File: src/pca_base_consts.vh
`ifndef PCA_BASE_CONSTS_VH
`define PCA_BASE_CONSTS_VH

// ----------------------------------------------------------------------
// register addresses on the special function bus
// ----------------------------------------------------------------------
`define ADDR_COUNT_LOW_RELOAD   8'hCE
`define ADDR_COUNT_HIGH_RELOAD  8'hCF
`define ADDR_ARRAY_CTRL         8'hD8
`define ADDR_ARRAY_MODE         8'hD9
`define ADDR_COUNT_LOW_BYTE     8'hE9
`define ADDR_PWM_AUX6           8'hF2
`define ADDR_PWM_AUX7           8'hF3
`define ADDR_COUNT_HIGH_BYTE    8'hF9

// ----------------------------------------------------------------------
// register pages
// ----------------------------------------------------------------------
`define PAGE_CTRL               4'h0
`define PAGE_PWM_AUX_HI         4'h1

// ----------------------------------------------------------------------
// field positions in the mode register
// ----------------------------------------------------------------------
`define MODE_IDLE_GATE          7
`define MODE_PAIR45_BUF         6
`define MODE_PAIR23_BUF         5
`define MODE_PAIR01_BUF         4
`define MODE_SRC_HI             3
`define MODE_SRC_LO             1
`define MODE_OVF_IRQ_EN         0

// ----------------------------------------------------------------------
// field positions in the control register and aux register
// ----------------------------------------------------------------------
`define CTRL_OVF_FLAG           7
`define CTRL_RUN                6
`define AUX_EVENT_FLAG          3

// ----------------------------------------------------------------------
// count source encodings
// ----------------------------------------------------------------------
`define SRC_DIV12               3'h0
`define SRC_DIV2                3'h1
`define SRC_TIMER0              3'h2
`define SRC_EXTERNAL            3'h3
`define SRC_MIXED               3'h4
`define SRC_SYSTEM_CLOCK_SOURCE              3'h5
`define SRC_BAUD                3'h6
`define SRC_MCK_DIV             3'h7

// ----------------------------------------------------------------------
// reset values and timing counts
// ----------------------------------------------------------------------
`define RST_BYTE                8'h00
`define COUNT_ALL_ONES          16'hFFFF
`define DIV12_LAST              4'hB
`define UNMAPPED_READ           8'h00

`endif

File: src/pca_base_timer_counter.v
// Behaviour
// - 16-bit counter reloads both bytes on overflow
// - three-bit select picks the count source
// - external source counts falling pin edges
// - idle gate bit stops counting in idle
// - pair buffer enables need capture/pwm/compare_on_pwm_match mode
// - overflow enable gates overflow interrupt request
// - overflow toggles clock-out, pin when enabled
// - run bit starts and stops the counter
// - overflow flag sticky, software may set it
// - module 0-5 flags set by hardware or by a software write
// - module 6-7 flags live in aux bit 3
// - modules 6-7 have no capture mode
// - unused module pins stay general-purpose I/O
// - count and reload bytes readable in all pages
// - module flag interrupts gated by module enable
`timescale 1ns/10ps
`include "pca_base_consts.vh"

module pca_base_timer_counter #(
	parameter MODULES = 8	// number of compare modules sharing the base
) (
	input  wire                 ref_clk_in,          // system clock
	input  wire                 sys_rst_in,          // synchronous reset, high
	input  wire [7:0]           sfr_addr_in,         // register address
	input  wire [3:0]           sfr_page_in,         // current register page
	input  wire                 sfr_wr_in,           // write strobe
	input  wire [7:0]           sfr_wdata_in,        // write data
	input  wire                 idle_mode_in,        // processor in idle
	input  wire                 timer0_overflow_in,  // timer0 overflow pulse
	input  wire                 external_count_input_in,          // count pin
	input  wire                 mixed_high_speed_clock_in,        // mixed clock tick
	input  wire                 serial_baud_generator_overflow_in, // baud tick
	input  wire                 master_clock_divider_out_in,      // divider tick
	input  wire                 clock_out_enable_in,  // clock-out pin enable
	input  wire                 clock_out_gpio_in,    // port value when not clock-out
	input  wire [MODULES-1:0]   match_event_in,       // module match strobes
	input  wire [MODULES-1:0]   capture_event_in,     // module capture strobes
	input  wire [MODULES-1:0]   module_irq_enable_in, // per-module irq enables
	input  wire [2:0]           pair_mode_ok_in,      // pair in capture/pwm/compare_on_pwm_match
	input  wire [MODULES-1:0]   module_pin_use_in,    // module owns its pin
	input  wire [MODULES-1:0]   module_pin_value_in,  // module's pin value
	input  wire [MODULES-1:0]   gpio_value_in,        // port latch value
	output reg  [7:0]           sfr_rdata_out,        // read data, one cycle late
	output reg  [15:0]          count_value_out,      // shared time base
	output reg                  overflow_out,         // one-cycle rollover pulse
	output reg                  irq_out,              // merged interrupt request
	output reg  [2:0]           buffer_enable_out,    // effective pair buffer modes
	output reg                  clock_out_pin_out,    // clock-out port pin
	output reg  [MODULES-1:0]   module_pin_out        // module port pins
);

	// ------------------------------------------------------------------
	// address decode
	// ------------------------------------------------------------------

	// true when an address lands on a register in the current page
	function hit;
		input [7:0] addr;
		input [3:0] page;
		input [7:0] target;
		input       all_pages;
		input [3:0] want_page;
		begin
			hit = (addr == target) && (all_pages || (page == want_page));
		end
	endfunction

	// ------------------------------------------------------------------
	// registers
	// ------------------------------------------------------------------
	reg  [7:0]         low_reload_reg;     // count_low_reload
	reg  [7:0]         high_reload_reg;    // count_high_reload
	reg  [7:0]         mode_reg;           // array_counter_mode
	reg                ovf_flag_reg;       // overflow_flag
	reg                run_reg;            // run_control_bit
	reg  [5:0]         event_flag_reg;     // module_event_flag 0..5
	reg  [7:0]         aux6_reg;           // pwm_auxiliary module 6
	reg  [7:0]         aux7_reg;           // pwm_auxiliary module 7
	reg  [3:0]         div12_reg;          // divide-by-12 prescaler
	reg                div2_reg;           // divide-by-2 prescaler
	reg                ext_pin_reg;        // previous external pin level
	reg                toggle_reg;         // overflow_toggle_out

	// ------------------------------------------------------------------
	// decoded strobes and next values
	// ------------------------------------------------------------------
	wire               wr_low_reload;      // write count_low_reload
	wire               wr_high_reload;     // write count_high_reload
	wire               wr_ctrl;            // write control register
	wire               wr_mode;            // write mode register
	wire               wr_count_low;       // write count low byte
	wire               wr_count_high;      // write count high byte
	wire               wr_aux6;            // write aux module 6
	wire               wr_aux7;            // write aux module 7
	wire [2:0]         source_sel;         // count_source_select
	wire               idle_gate_bit;      // idle gating enable
	wire               overflow_irq_enable; // overflow interrupt enable
	wire [2:0]         pair_buffer_bits;   // pair45, pair23, pair01
	reg                src_tick;           // selected source pulse
	wire               count_tick;         // counter advances this cycle
	wire               rollover;           // count passes all ones
	reg  [15:0]        count_next;         // next count value
	wire [5:0]         low_flag_set;       // hardware set, modules 0..5
	wire [1:0]         high_flag_set;      // hardware set, modules 6..7
	wire [MODULES-1:0] flags_all;          // all module flags
	wire [MODULES-1:0] pin_next;           // next port pin values
	reg  [7:0]         rdata_next;         // read mux

	// register writes; the count and reload bytes answer in every page
	assign wr_low_reload  = sfr_wr_in && hit(sfr_addr_in, sfr_page_in,
		`ADDR_COUNT_LOW_RELOAD, 1'b1, `PAGE_CTRL);
	assign wr_high_reload = sfr_wr_in && hit(sfr_addr_in, sfr_page_in,
		`ADDR_COUNT_HIGH_RELOAD, 1'b1, `PAGE_CTRL);
	assign wr_count_low   = sfr_wr_in && hit(sfr_addr_in, sfr_page_in,
		`ADDR_COUNT_LOW_BYTE, 1'b1, `PAGE_CTRL);
	assign wr_count_high  = sfr_wr_in && hit(sfr_addr_in, sfr_page_in,
		`ADDR_COUNT_HIGH_BYTE, 1'b1, `PAGE_CTRL);
	assign wr_ctrl        = sfr_wr_in && hit(sfr_addr_in, sfr_page_in,
		`ADDR_ARRAY_CTRL, 1'b0, `PAGE_CTRL);
	assign wr_mode        = sfr_wr_in && hit(sfr_addr_in, sfr_page_in,
		`ADDR_ARRAY_MODE, 1'b0, `PAGE_CTRL);
	assign wr_aux6        = sfr_wr_in && hit(sfr_addr_in, sfr_page_in,
		`ADDR_PWM_AUX6, 1'b0, `PAGE_PWM_AUX_HI);
	assign wr_aux7        = sfr_wr_in && hit(sfr_addr_in, sfr_page_in,
		`ADDR_PWM_AUX7, 1'b0, `PAGE_PWM_AUX_HI);

	// mode register fields
	assign source_sel          = mode_reg[`MODE_SRC_HI:`MODE_SRC_LO];
	assign idle_gate_bit       = mode_reg[`MODE_IDLE_GATE];
	assign overflow_irq_enable = mode_reg[`MODE_OVF_IRQ_EN];
	assign pair_buffer_bits    = {mode_reg[`MODE_PAIR45_BUF],
		mode_reg[`MODE_PAIR23_BUF], mode_reg[`MODE_PAIR01_BUF]};

	// ------------------------------------------------------------------
	// count source selection
	// ------------------------------------------------------------------

	// one pulse per source event; fast sources arrive as ticks and
	// must respect the clock ratio limits set by software
	always @*
	begin
		src_tick = 1'b0;
		case (source_sel)
			`SRC_DIV12:    src_tick = (div12_reg == `DIV12_LAST);
			`SRC_DIV2:     src_tick = div2_reg;
			`SRC_TIMER0:   src_tick = timer0_overflow_in;
			`SRC_EXTERNAL: src_tick = ext_pin_reg && !external_count_input_in;
			`SRC_MIXED:    src_tick = mixed_high_speed_clock_in;
			`SRC_SYSTEM_CLOCK_SOURCE:   src_tick = 1'b1;
			`SRC_BAUD:     src_tick = serial_baud_generator_overflow_in;
			`SRC_MCK_DIV:  src_tick = master_clock_divider_out_in;
			default:       src_tick = 1'b0;
		endcase
	end

	// counting needs the run bit and, in idle with gating set, stops
	assign count_tick = src_tick && run_reg
		&& !(idle_gate_bit && idle_mode_in);

	// rollover is the count event taken from all ones
	assign rollover = count_tick && (count_value_out == `COUNT_ALL_ONES);

	// ------------------------------------------------------------------
	// next count value
	// ------------------------------------------------------------------

	// increment, reload on rollover, then let software writes win per byte
	always @*
	begin
		count_next = count_value_out;
		if (rollover)
		begin
			count_next = {high_reload_reg, low_reload_reg};
		end
		else if (count_tick)
		begin
			count_next = count_value_out + 16'h0001;
		end
		if (wr_count_low)
		begin
			count_next[7:0] = sfr_wdata_in;
		end
		if (wr_count_high)
		begin
			count_next[15:8] = sfr_wdata_in;
		end
	end

	// ------------------------------------------------------------------
	// module flag sources
	// ------------------------------------------------------------------

	// modules 0..5 flag on match or capture, 6..7 on match only
	assign low_flag_set  = match_event_in[5:0] | capture_event_in[5:0];
	assign high_flag_set = match_event_in[7:6];
	assign flags_all     = {aux7_reg[`AUX_EVENT_FLAG],
		aux6_reg[`AUX_EVENT_FLAG], event_flag_reg};

	// ------------------------------------------------------------------
	// pin sharing
	// ------------------------------------------------------------------

	// each pin follows its module while used, else ordinary port data
	genvar gi;
	generate
		for (gi = 0; gi < MODULES; gi = gi + 1)
		begin : g_pin
			assign pin_next[gi] = module_pin_use_in[gi] ?
				module_pin_value_in[gi] : gpio_value_in[gi];
		end
	endgenerate

	// ------------------------------------------------------------------
	// read mux
	// ------------------------------------------------------------------

	// unmapped or off-page addresses read as zero
	always @*
	begin
		rdata_next = `UNMAPPED_READ;
		if (hit(sfr_addr_in, sfr_page_in, `ADDR_COUNT_LOW_RELOAD, 1'b1, `PAGE_CTRL))
		begin
			rdata_next = low_reload_reg;
		end
		else if (hit(sfr_addr_in, sfr_page_in, `ADDR_COUNT_HIGH_RELOAD, 1'b1, `PAGE_CTRL))
		begin
			rdata_next = high_reload_reg;
		end
		else if (hit(sfr_addr_in, sfr_page_in, `ADDR_COUNT_LOW_BYTE, 1'b1, `PAGE_CTRL))
		begin
			rdata_next = count_value_out[7:0];
		end
		else if (hit(sfr_addr_in, sfr_page_in, `ADDR_COUNT_HIGH_BYTE, 1'b1, `PAGE_CTRL))
		begin
			rdata_next = count_value_out[15:8];
		end
		else if (hit(sfr_addr_in, sfr_page_in, `ADDR_ARRAY_CTRL, 1'b0, `PAGE_CTRL))
		begin
			rdata_next = {ovf_flag_reg, run_reg, event_flag_reg};
		end
		else if (hit(sfr_addr_in, sfr_page_in, `ADDR_ARRAY_MODE, 1'b0, `PAGE_CTRL))
		begin
			rdata_next = mode_reg;
		end
		else if (hit(sfr_addr_in, sfr_page_in, `ADDR_PWM_AUX6, 1'b0, `PAGE_PWM_AUX_HI))
		begin
			rdata_next = aux6_reg;
		end
		else if (hit(sfr_addr_in, sfr_page_in, `ADDR_PWM_AUX7, 1'b0, `PAGE_PWM_AUX_HI))
		begin
			rdata_next = aux7_reg;
		end
	end

	// ------------------------------------------------------------------
	// prescalers and pin edge detect
	// ------------------------------------------------------------------

	// free-running dividers of the system clock
	always @(posedge ref_clk_in)
	begin
		if (sys_rst_in)
		begin
			div12_reg   <= 4'h0;
			div2_reg    <= 1'b0;
			ext_pin_reg <= 1'b0;
		end
		else
		begin
			div12_reg   <= (div12_reg == `DIV12_LAST) ? 4'h0 : div12_reg + 4'h1;
			div2_reg    <= !div2_reg;
			ext_pin_reg <= external_count_input_in;
		end
	end

	// ------------------------------------------------------------------
	// software registers and sticky flags
	// ------------------------------------------------------------------

	// hardware sets win over a software clear in the same cycle
	always @(posedge ref_clk_in)
	begin
		if (sys_rst_in)
		begin
			low_reload_reg  <= `RST_BYTE;
			high_reload_reg <= `RST_BYTE;
			mode_reg        <= `RST_BYTE;
			ovf_flag_reg    <= 1'b0;
			run_reg         <= 1'b0;
			event_flag_reg  <= 6'h00;
			aux6_reg        <= `RST_BYTE;
			aux7_reg        <= `RST_BYTE;
		end
		else
		begin
			if (wr_low_reload)
			begin
				low_reload_reg <= sfr_wdata_in;
			end
			if (wr_high_reload)
			begin
				high_reload_reg <= sfr_wdata_in;
			end
			if (wr_mode)
			begin
				mode_reg <= sfr_wdata_in;
			end
			// control register: software write, then hardware sets
			if (wr_ctrl)
			begin
				run_reg        <= sfr_wdata_in[`CTRL_RUN];
				ovf_flag_reg   <= sfr_wdata_in[`CTRL_OVF_FLAG] | rollover;
				event_flag_reg <= sfr_wdata_in[5:0] | low_flag_set;
			end
			else
			begin
				ovf_flag_reg   <= ovf_flag_reg | rollover;
				event_flag_reg <= event_flag_reg | low_flag_set;
			end
			// aux registers of modules 6 and 7, flag in bit 3
			if (wr_aux6)
			begin
				aux6_reg <= sfr_wdata_in;
				aux6_reg[`AUX_EVENT_FLAG] <= sfr_wdata_in[`AUX_EVENT_FLAG]
					| high_flag_set[0];
			end
			else
			begin
				aux6_reg[`AUX_EVENT_FLAG] <= aux6_reg[`AUX_EVENT_FLAG]
					| high_flag_set[0];
			end
			if (wr_aux7)
			begin
				aux7_reg <= sfr_wdata_in;
				aux7_reg[`AUX_EVENT_FLAG] <= sfr_wdata_in[`AUX_EVENT_FLAG]
					| high_flag_set[1];
			end
			else
			begin
				aux7_reg[`AUX_EVENT_FLAG] <= aux7_reg[`AUX_EVENT_FLAG]
					| high_flag_set[1];
			end
		end
	end

	// ------------------------------------------------------------------
	// counter, toggle and outputs
	// ------------------------------------------------------------------

	// all outputs are flops; irq sees the flag state of this cycle
	always @(posedge ref_clk_in)
	begin
		if (sys_rst_in)
		begin
			count_value_out   <= 16'h0000;
			toggle_reg        <= 1'b0;
			overflow_out      <= 1'b0;
			irq_out           <= 1'b0;
			buffer_enable_out <= 3'h0;
			clock_out_pin_out <= 1'b0;
			module_pin_out    <= {MODULES{1'b0}};
			sfr_rdata_out     <= `RST_BYTE;
		end
		else
		begin
			count_value_out   <= count_next;
			toggle_reg        <= toggle_reg ^ rollover;
			overflow_out      <= rollover;
			// merged request from enabled overflow and module flags
			irq_out           <= (ovf_flag_reg && overflow_irq_enable)
				|| (|(flags_all & module_irq_enable_in));
			buffer_enable_out <= pair_buffer_bits & pair_mode_ok_in;
			// clock-out on the pin only while enabled
			clock_out_pin_out <= clock_out_enable_in ?
				toggle_reg : clock_out_gpio_in;
			module_pin_out    <= pin_next;
			sfr_rdata_out     <= rdata_next;
		end
	end

endmodule // pca_base_timer_counter

File: config.mk
export PLATFORM = sky130hd
export DESIGN_NAME = pca_base_timer_counter
export DESIGN_NICKNAME = d
export VERILOG_FILES = /design/src/pca_base_timer_counter.v
export VERILOG_INCLUDE_DIRS = /design/src
export SDC_FILE = /design/constraint.sdc
export NUM_CORES = 1
export LEC_CHECK = 0
export BUFFER_PORTS_ARGS = -buffer_cell sky130_fd_sc_hd__buf_2
export CORE_ASPECT_RATIO = 0.6
export CORE_MARGIN = 2
export CORE_UTILIZATION = 50
export CTS_BUF_LIST = sky130_fd_sc_hd__clkbuf_2 sky130_fd_sc_hd__clkbuf_4 sky130_fd_sc_hd__clkbuf_8
export CTS_CLUSTER_SIZE = 10
export DETAILED_ROUTE_END_ITERATION = 12
export GPL_TIMING_DRIVEN = 0
export PLACE_DENSITY = 0.87
export REMOVE_ABC_BUFFERS = 1
export SYNTH_ARGS = -nofsm -noshare
export SYNTH_HDL_FRONTEND = slang
export SYNTH_SLANG_ARGS = --single-unit
File: constraint.sdc
create_clock -name ref_clk_in -period 2.92 [get_ports ref_clk_in]
set_input_delay 0.584 -clock ref_clk_in [delete_from_list [all_inputs] [get_ports ref_clk_in]]
set_output_delay 0.584 -clock ref_clk_in [all_outputs]
set_load 0.005 [all_outputs]
# Yosys cells after proc, flatten, opt, wreduce, memory -nomap -nowiden
# Cells that the tools add are included.
# op_classes
n_mux,26
bitwise,12
n_shift,0
div,0
reduce_logical,28
add_sub_neg,2
n_mul,0
n_eq_ne,18
n_lt_le_gt_ge,0
# ops
cell,count
2-to-1 mux 8 bit,10
== test 8 bit (second input constant),8
2-to-1 mux 16 bit,2
logical AND 1 bit,18
bitwise OR 6 bit,3
adder 16 x 1 -> 16 bit (second input constant),1
== test 16 bit (second input constant),1
== test 3 bit (second input constant),4
2-to-1 mux 1 bit,12
bitwise AND 8 bit,1
case mux 1 bit (8 select lines),1
OR reduction 8 bit,1
== test 3 x 2 -> 1 bit (second input constant),2
2-to-1 mux 6 bit,1
bitwise OR 1 bit,6
nonzero test 3 bit,2
adder 4 x 1 -> 4 bit (second input constant),1
== test 4 x 1 -> 1 bit (second input constant),1
== test 4 bit (second input constant),1
zero test 4 bit,1
bitwise AND 3 bit,1
== test 3 x 1 -> 1 bit (second input constant),1
zero test 1 bit,3
zero test 3 bit,1
3 further kinds,3
# word_totals
regBits,93
mem_count,0
inputBits,82
output_inout_bits,38
word_cells,108
latch_bits,0
mem_bits_rw,0
mem_bits_ro,0

# Depth between registers and ports, before layout
# logic_depth
word_depth,10
ltp_mapped,7
ltp_nobuf,6

# Worst setup path before layout
# Ideal clock, no wire load.
# synth_path
kind,input port to flip-flop
startpoint,input sfr_addr_in[0]
endpoint,register aux6_reg[3]
setup_time_ns,0.132
slack_ns,0.619
required_time_ns,2.788
n_path_buf,2
arrival_ns,2.169
stages,7
cell_sequence,buf_2 > nor4_1 > and3_1 > buf_2 > nand2_1 > mux2i_1 > a21oi_1
# synth_via
elab_chain_len,4
# synth_rtl
element,line_no,rtl
"start, declared",pca_base_timer_counter.v:25,"input wire [7:0] sfr_addr_in,"
== test 8 bit,pca_base_timer_counter.v:65,hit = (addr == target) && (all_pages || (page == want_page));
logical AND 1 bit,pca_base_timer_counter.v:65,
logical AND 1 bit,pca_base_timer_counter.v:123,"assign wr_aux6 = sfr_wr_in && hit(sfr_addr_in, sfr_page_in,"
2-to-1 mux 1 bit,pca_base_timer_counter.v:322,if (wr_aux6)
"end signal, assigned",pca_base_timer_counter.v:324,aux6_reg <= sfr_wdata_in;
"end signal, assigned by index",pca_base_timer_counter.v:325,aux6_reg[`AUX_EVENT_FLAG] <= sfr_wdata_in[`AUX_EVENT_FLAG]
"end signal, assigned by index",pca_base_timer_counter.v:330,aux6_reg[`AUX_EVENT_FLAG] <= aux6_reg[`AUX_EVENT_FLAG]
"end, declared",pca_base_timer_counter.v:78,reg [7:0] aux6_reg;
# No other way between the ends.
# A chain may end at the register's enable or synchronous reset.

# Final worst setup path
# layout_path
startpoint,input sfr_addr_in[4]
endpoint,register aux7_reg[3]
# layout_via
elab_chain_len,4
# layout_rtl
element,line_no,rtl
== test 8 bit,pca_base_timer_counter.v:65,
logical AND 1 bit,pca_base_timer_counter.v:65,
logical AND 1 bit,pca_base_timer_counter.v:125,"assign wr_aux7 = sfr_wr_in && hit(sfr_addr_in, sfr_page_in,"
2-to-1 mux 1 bit,pca_base_timer_counter.v:333,if (wr_aux7)
"end signal, assigned",pca_base_timer_counter.v:335,aux7_reg <= sfr_wdata_in;
"end signal, assigned by index",pca_base_timer_counter.v:336,aux7_reg[`AUX_EVENT_FLAG] <= sfr_wdata_in[`AUX_EVENT_FLAG]
"end signal, assigned by index",pca_base_timer_counter.v:341,aux7_reg[`AUX_EVENT_FLAG] <= aux7_reg[`AUX_EVENT_FLAG]
"end, declared",pca_base_timer_counter.v:79,reg [7:0] aux7_reg;
# No other way between the ends.

==> impl.org <==
** Final layout
- Relative to the synthesized area, the layout overhead comes to 17.7%.
- Max FFs per register :: 16
- The library cell used most frequently in the layout, excluding fill and tap cells, is sky130_fd_sc_hd__buf_2.
- Layout fillers :: 829
- 0 antenna diodes ended up in the layout.
- Commonest non-fill, non-tap cells in the layout :: sky130_fd_sc_hd__buf_2, sky130_fd_sc_hd__dfxtp_1, sky130_fd_sc_hd__nand2_1
- Cells fill 61.4% of the core in the end.
- After the last flow step, the layout net total stands at 782.
- Fraction of final layout cells sized beyond drive strength 1 :: 20.9%
- Top reg by flops :: count_value_out
- Post-route cell area :: 0.00572 mm2

** GRT
- Antenna violations before repair :: 0
- GRT Resource Usage Total :: 31.8%
- For this run the aggregate overflow at the end of global routing stands at 0.
- The via count of the first global-routing pass is 4875.
- The first global-routing pass estimated 25.9 mm of wire.
- Pin count of the biggest net entering global routing :: 84

** Min path
- Kind of path behind the tightest hold check :: in -> reg
- The worst hold path terminates at module_pin_out[6].
- Start point of the worst min-delay path :: gpio_value_in[6]
- The worst hold path passes through 3 cells.

** Worst setup path
- Critical path capture point type :: register
- Worst setup path class :: in -> reg
- Slack of the worst reg-to-reg path :: 0.11 ns
- The startpoint identified for the worst register-to-register timing path is count_value_out[0].
- The worst setup path is launched from an input port.
- Highest net fanout along the worst path :: 16
- The worst register-to-register path ends at count_value_out[0].
- Data arrival at the endpoint of the critical path :: 3.07 ns
- Counting cells, the worst reg-to-reg path comes to 6.
- For the worst setup path, the data required time is 3.15 ns.

** Route
- First-pass iteration count of the detailed router :: 6
- Dividing the detail-routed via count by the number of cells gives 6.48.
- In the final routed layout, each cell accounts on average for 20.4 um.
- Summed over all layers, the routed wires come to 17.0 mm.
- For this block, the via count after detailed routing is 5401.
- After the first detailed-routing iteration, the DRC count stood at 721.
- Once detail routing completed, the nets flagged for antenna violations numbered 0.
- DRC violation count after routing :: 0

** Logic synthesis
- Register area share after synthesis :: 38.3%
- Cell type contributing the most total cell area after synthesis :: sky130_fd_sc_hd__dfxtp_1
- In the post-synthesis netlist, the biggest area contributors are sky130_fd_sc_hd__dfxtp_1, sky130_fd_sc_hd__a21oi_1, sky130_fd_sc_hd__nand2_1, sky130_fd_sc_hd__mux2i_1, sky130_fd_sc_hd__nand3_1.
- Distinct cell type count of the synthesized netlist :: 67
- Summed instance area of the synthesized netlist :: 0.00486 mm2
- The Yosys step of the flow raised 0 warnings.
- The synthesized design contains 93 register bits.
- Summed over its instances, the top area cell type makes up 38.3% of the synthesized netlist area.
- Post-synthesis cell count :: 611
- Syn avg cell area :: 7.96 um2
- Ys async rst share :: 0%
- Post-synth EDFFs :: 0
- The most used flip-flop cell after synthesis is sky130_fd_sc_hd__dfxtp_1.

** Power
- Worst IR drop on VDD :: 0.000344 V
- Final Power :: 2510 uW
- PD cells :: 439 mW/mm2
- Pleak :: 0.00232 uW

** Timing
- The smallest clock period supported by the final layout is computed as 2.84 ns.
- On the final layout, the worst hold slack is 0.424 ns.
- Setup violations remaining at the end of the flow were counted as 0.
- Setup repair after global routing missed its margin :: no
- For the pin with the worst max-slew slack, the measured transition is 1.34 ns.
- Between clock sinks in the finished design, the worst skew comes to 0.0118 ns.
- Max_slew headroom :: 9.42%
- Setup slack closes at 0.0783 ns.
- Achievable frequency :: 352 MHz
- The count of endpoints failing hold in the final timing report is 0.
- The final max-slew violation count is 0.
- Of the available clock period, the critical path in the final layout requires 97.3%.

** Floorplan
- Top-level I/O count :: 120
- In this run the standard cell core region covers 0.00932 mm2.
- Initial core utilization :: 52.2%
- The floorplan has 27 rows.
- Floorplan die width :: 131 um
- Floorplan die area :: 0.0106 mm2
- Overall die height :: 80.4 um

** Placed design
- Placement Cell Area :: 0.00545 mm2
- Timing analysis after detailed placement gives a worst setup slack of -0.731 ns.
- HPWL reported at the end of detailed placement :: 12.4 mm
- Routability-driven placement finished with a final weighted congestion of 1.00.
- Number of buffer cells added on primary ports :: 117

** Clock network
- The H-tree was split into 3 levels.
- For this design, the sink count on the clock tree is 93.
- Cts hold-fix bufs :: 0
- Clock root buffer :: sky130_fd_sc_hd__clkbuf_8
- Counting the buffers created by CTS gives 9.
- Clock-pin slew was measured on the worst setup and hold paths at 0.10 ns.
- TritonCTS built the clock tree.
- Clk Latency, worst-skew pair :: 0.39 ns
- In this run the deepest clock path goes through 2 buffers.

** Run
- Number of violations of the max-capacitance limit :: 0

** Run status
- Run status :: complete, no violations
-- Yosys cell counts (3+ instances only) --
library cell               number
sky130_fd_sc_hd__a211oi_1      14
sky130_fd_sc_hd__a21o_1         7
sky130_fd_sc_hd__a21oi_1       67
sky130_fd_sc_hd__a221o_1        5
sky130_fd_sc_hd__a221oi_1       9
sky130_fd_sc_hd__a22oi_1        3
sky130_fd_sc_hd__a311oi_1       4
sky130_fd_sc_hd__a31oi_1        6
sky130_fd_sc_hd__a32o_1         3
sky130_fd_sc_hd__a41oi_1        3
sky130_fd_sc_hd__and2_1         7
sky130_fd_sc_hd__and3_1        16
sky130_fd_sc_hd__and4_1         4
sky130_fd_sc_hd__buf_1          4
sky130_fd_sc_hd__buf_2          8
sky130_fd_sc_hd__clkbuf_1      30
sky130_fd_sc_hd__dfxtp_1       93
sky130_fd_sc_hd__inv_1         12
sky130_fd_sc_hd__mux2i_1       28
sky130_fd_sc_hd__nand2_1       86
sky130_fd_sc_hd__nand2b_1       3
sky130_fd_sc_hd__nand3_1       43
sky130_fd_sc_hd__nand4_1       11
sky130_fd_sc_hd__nor2_1        40
sky130_fd_sc_hd__nor2b_1        3
sky130_fd_sc_hd__nor3_1        13
sky130_fd_sc_hd__nor3b_1        3
sky130_fd_sc_hd__nor4_1         5
sky130_fd_sc_hd__o21a_1         3
sky130_fd_sc_hd__o21ai_0       26
sky130_fd_sc_hd__o21ai_1        4
sky130_fd_sc_hd__or4bb_1        4
-- area by class of cell --
type	instances	area (um2)	share of cell area (%)
multi-input combinational	463	2820	49.3
timing repair buffer	119	603	10.5
clock inverter	6	96.3	1.68
inverter	12	45.0	0.787
clock buffer	10	131	2.30
tap	130	163	2.84
sequential	93	1860	32.5
-- metal layers --
layer	up-vias	GRT usage [%]	routed length (um)
met1	2540	44.5	7250
met3	34	10.0	2460
met5	-	0	0
met4	0	8.37	320
li1	2432	-	-
met2	395	47.3	6960
-- critical path, cell delays in order --
cell and delay, ns:
sky130_fd_sc_hd__buf_2 0.26, sky130_fd_sc_hd__nor4b_1 1.10, sky130_fd_sc_hd__nand4_1 0.70, sky130_fd_sc_hd__mux2i_1 0.32, sky130_fd_sc_hd__a21oi_1 0.10
-- power by group --
part	total (uW)	switching (uW)	leakage, uW	internal [uW]
Clock	992	492	0.000112	501
Sequential	1300	14.0	0.000756	1290
Combinational	218	136	0.00145	82.4
-- repair_timing --
action / 4_1_cts / 5_1_grt
cloned: 0 / 0
endpoints found under the setup margin: 13 / 13
hold endpoints to repair: 0 / 0
setup buffers: 0 / 2
pin swaps: 0 / 1
resized for setup: 3 / 2
-- per-stage QoR --
step | std cells | setup TNS [ns]
2_1_floorplan | 568 | 0
5_1_grt | 833 | 0
6_report | 833 | 0
4_1_cts | 831 | 0
3_5_place_dp | 815 | -8.74
3_3_place_gp | 815 | -9.55
-- worst max-delay path by stage --
stage	startpoint	to	slack, ns	depth (start not counted)
2_1_floorplan	sfr_page_in[1]	sfr_rdata_out[5]	0.15	5
3_3_place_gp	sfr_addr_in[4]	sfr_rdata_out[5]	-0.65	6
3_5_place_dp	sfr_addr_in[4]	sfr_rdata_out[5]	-0.73	6
4_1_cts	sfr_addr_in[4]	sfr_rdata_out[5]	0.08	6
5_1_grt	count_value_out[0]	count_value_out[0]	0.04	6
6_report	sfr_addr_in[4]	aux7_reg[3]	0.08	5
-- kinds of logic (layout without fill, tap and decap cells) --
| family | count (synthesis) | in the layout | share of synthesized area [%] |
|---|---|---|---|
| XOR/XNOR | 2 | 2 | 0.360 |
| buffers and inverters | 55 | 147 | 4.48 |
| adder cells (fa/ha/maj) | 2 | 2 | 0.514 |
| AO/OA/AOI/OAI | 173 | 173 | 23.1 |
| multiplexers | 28 | 28 | 5.76 |
| AND/OR/NAND/NOR | 258 | 258 | 27.6 |
| flip-flops | 93 | 93 | 38.3 |
Note: power is estimated with default switching activity, not from simulation.
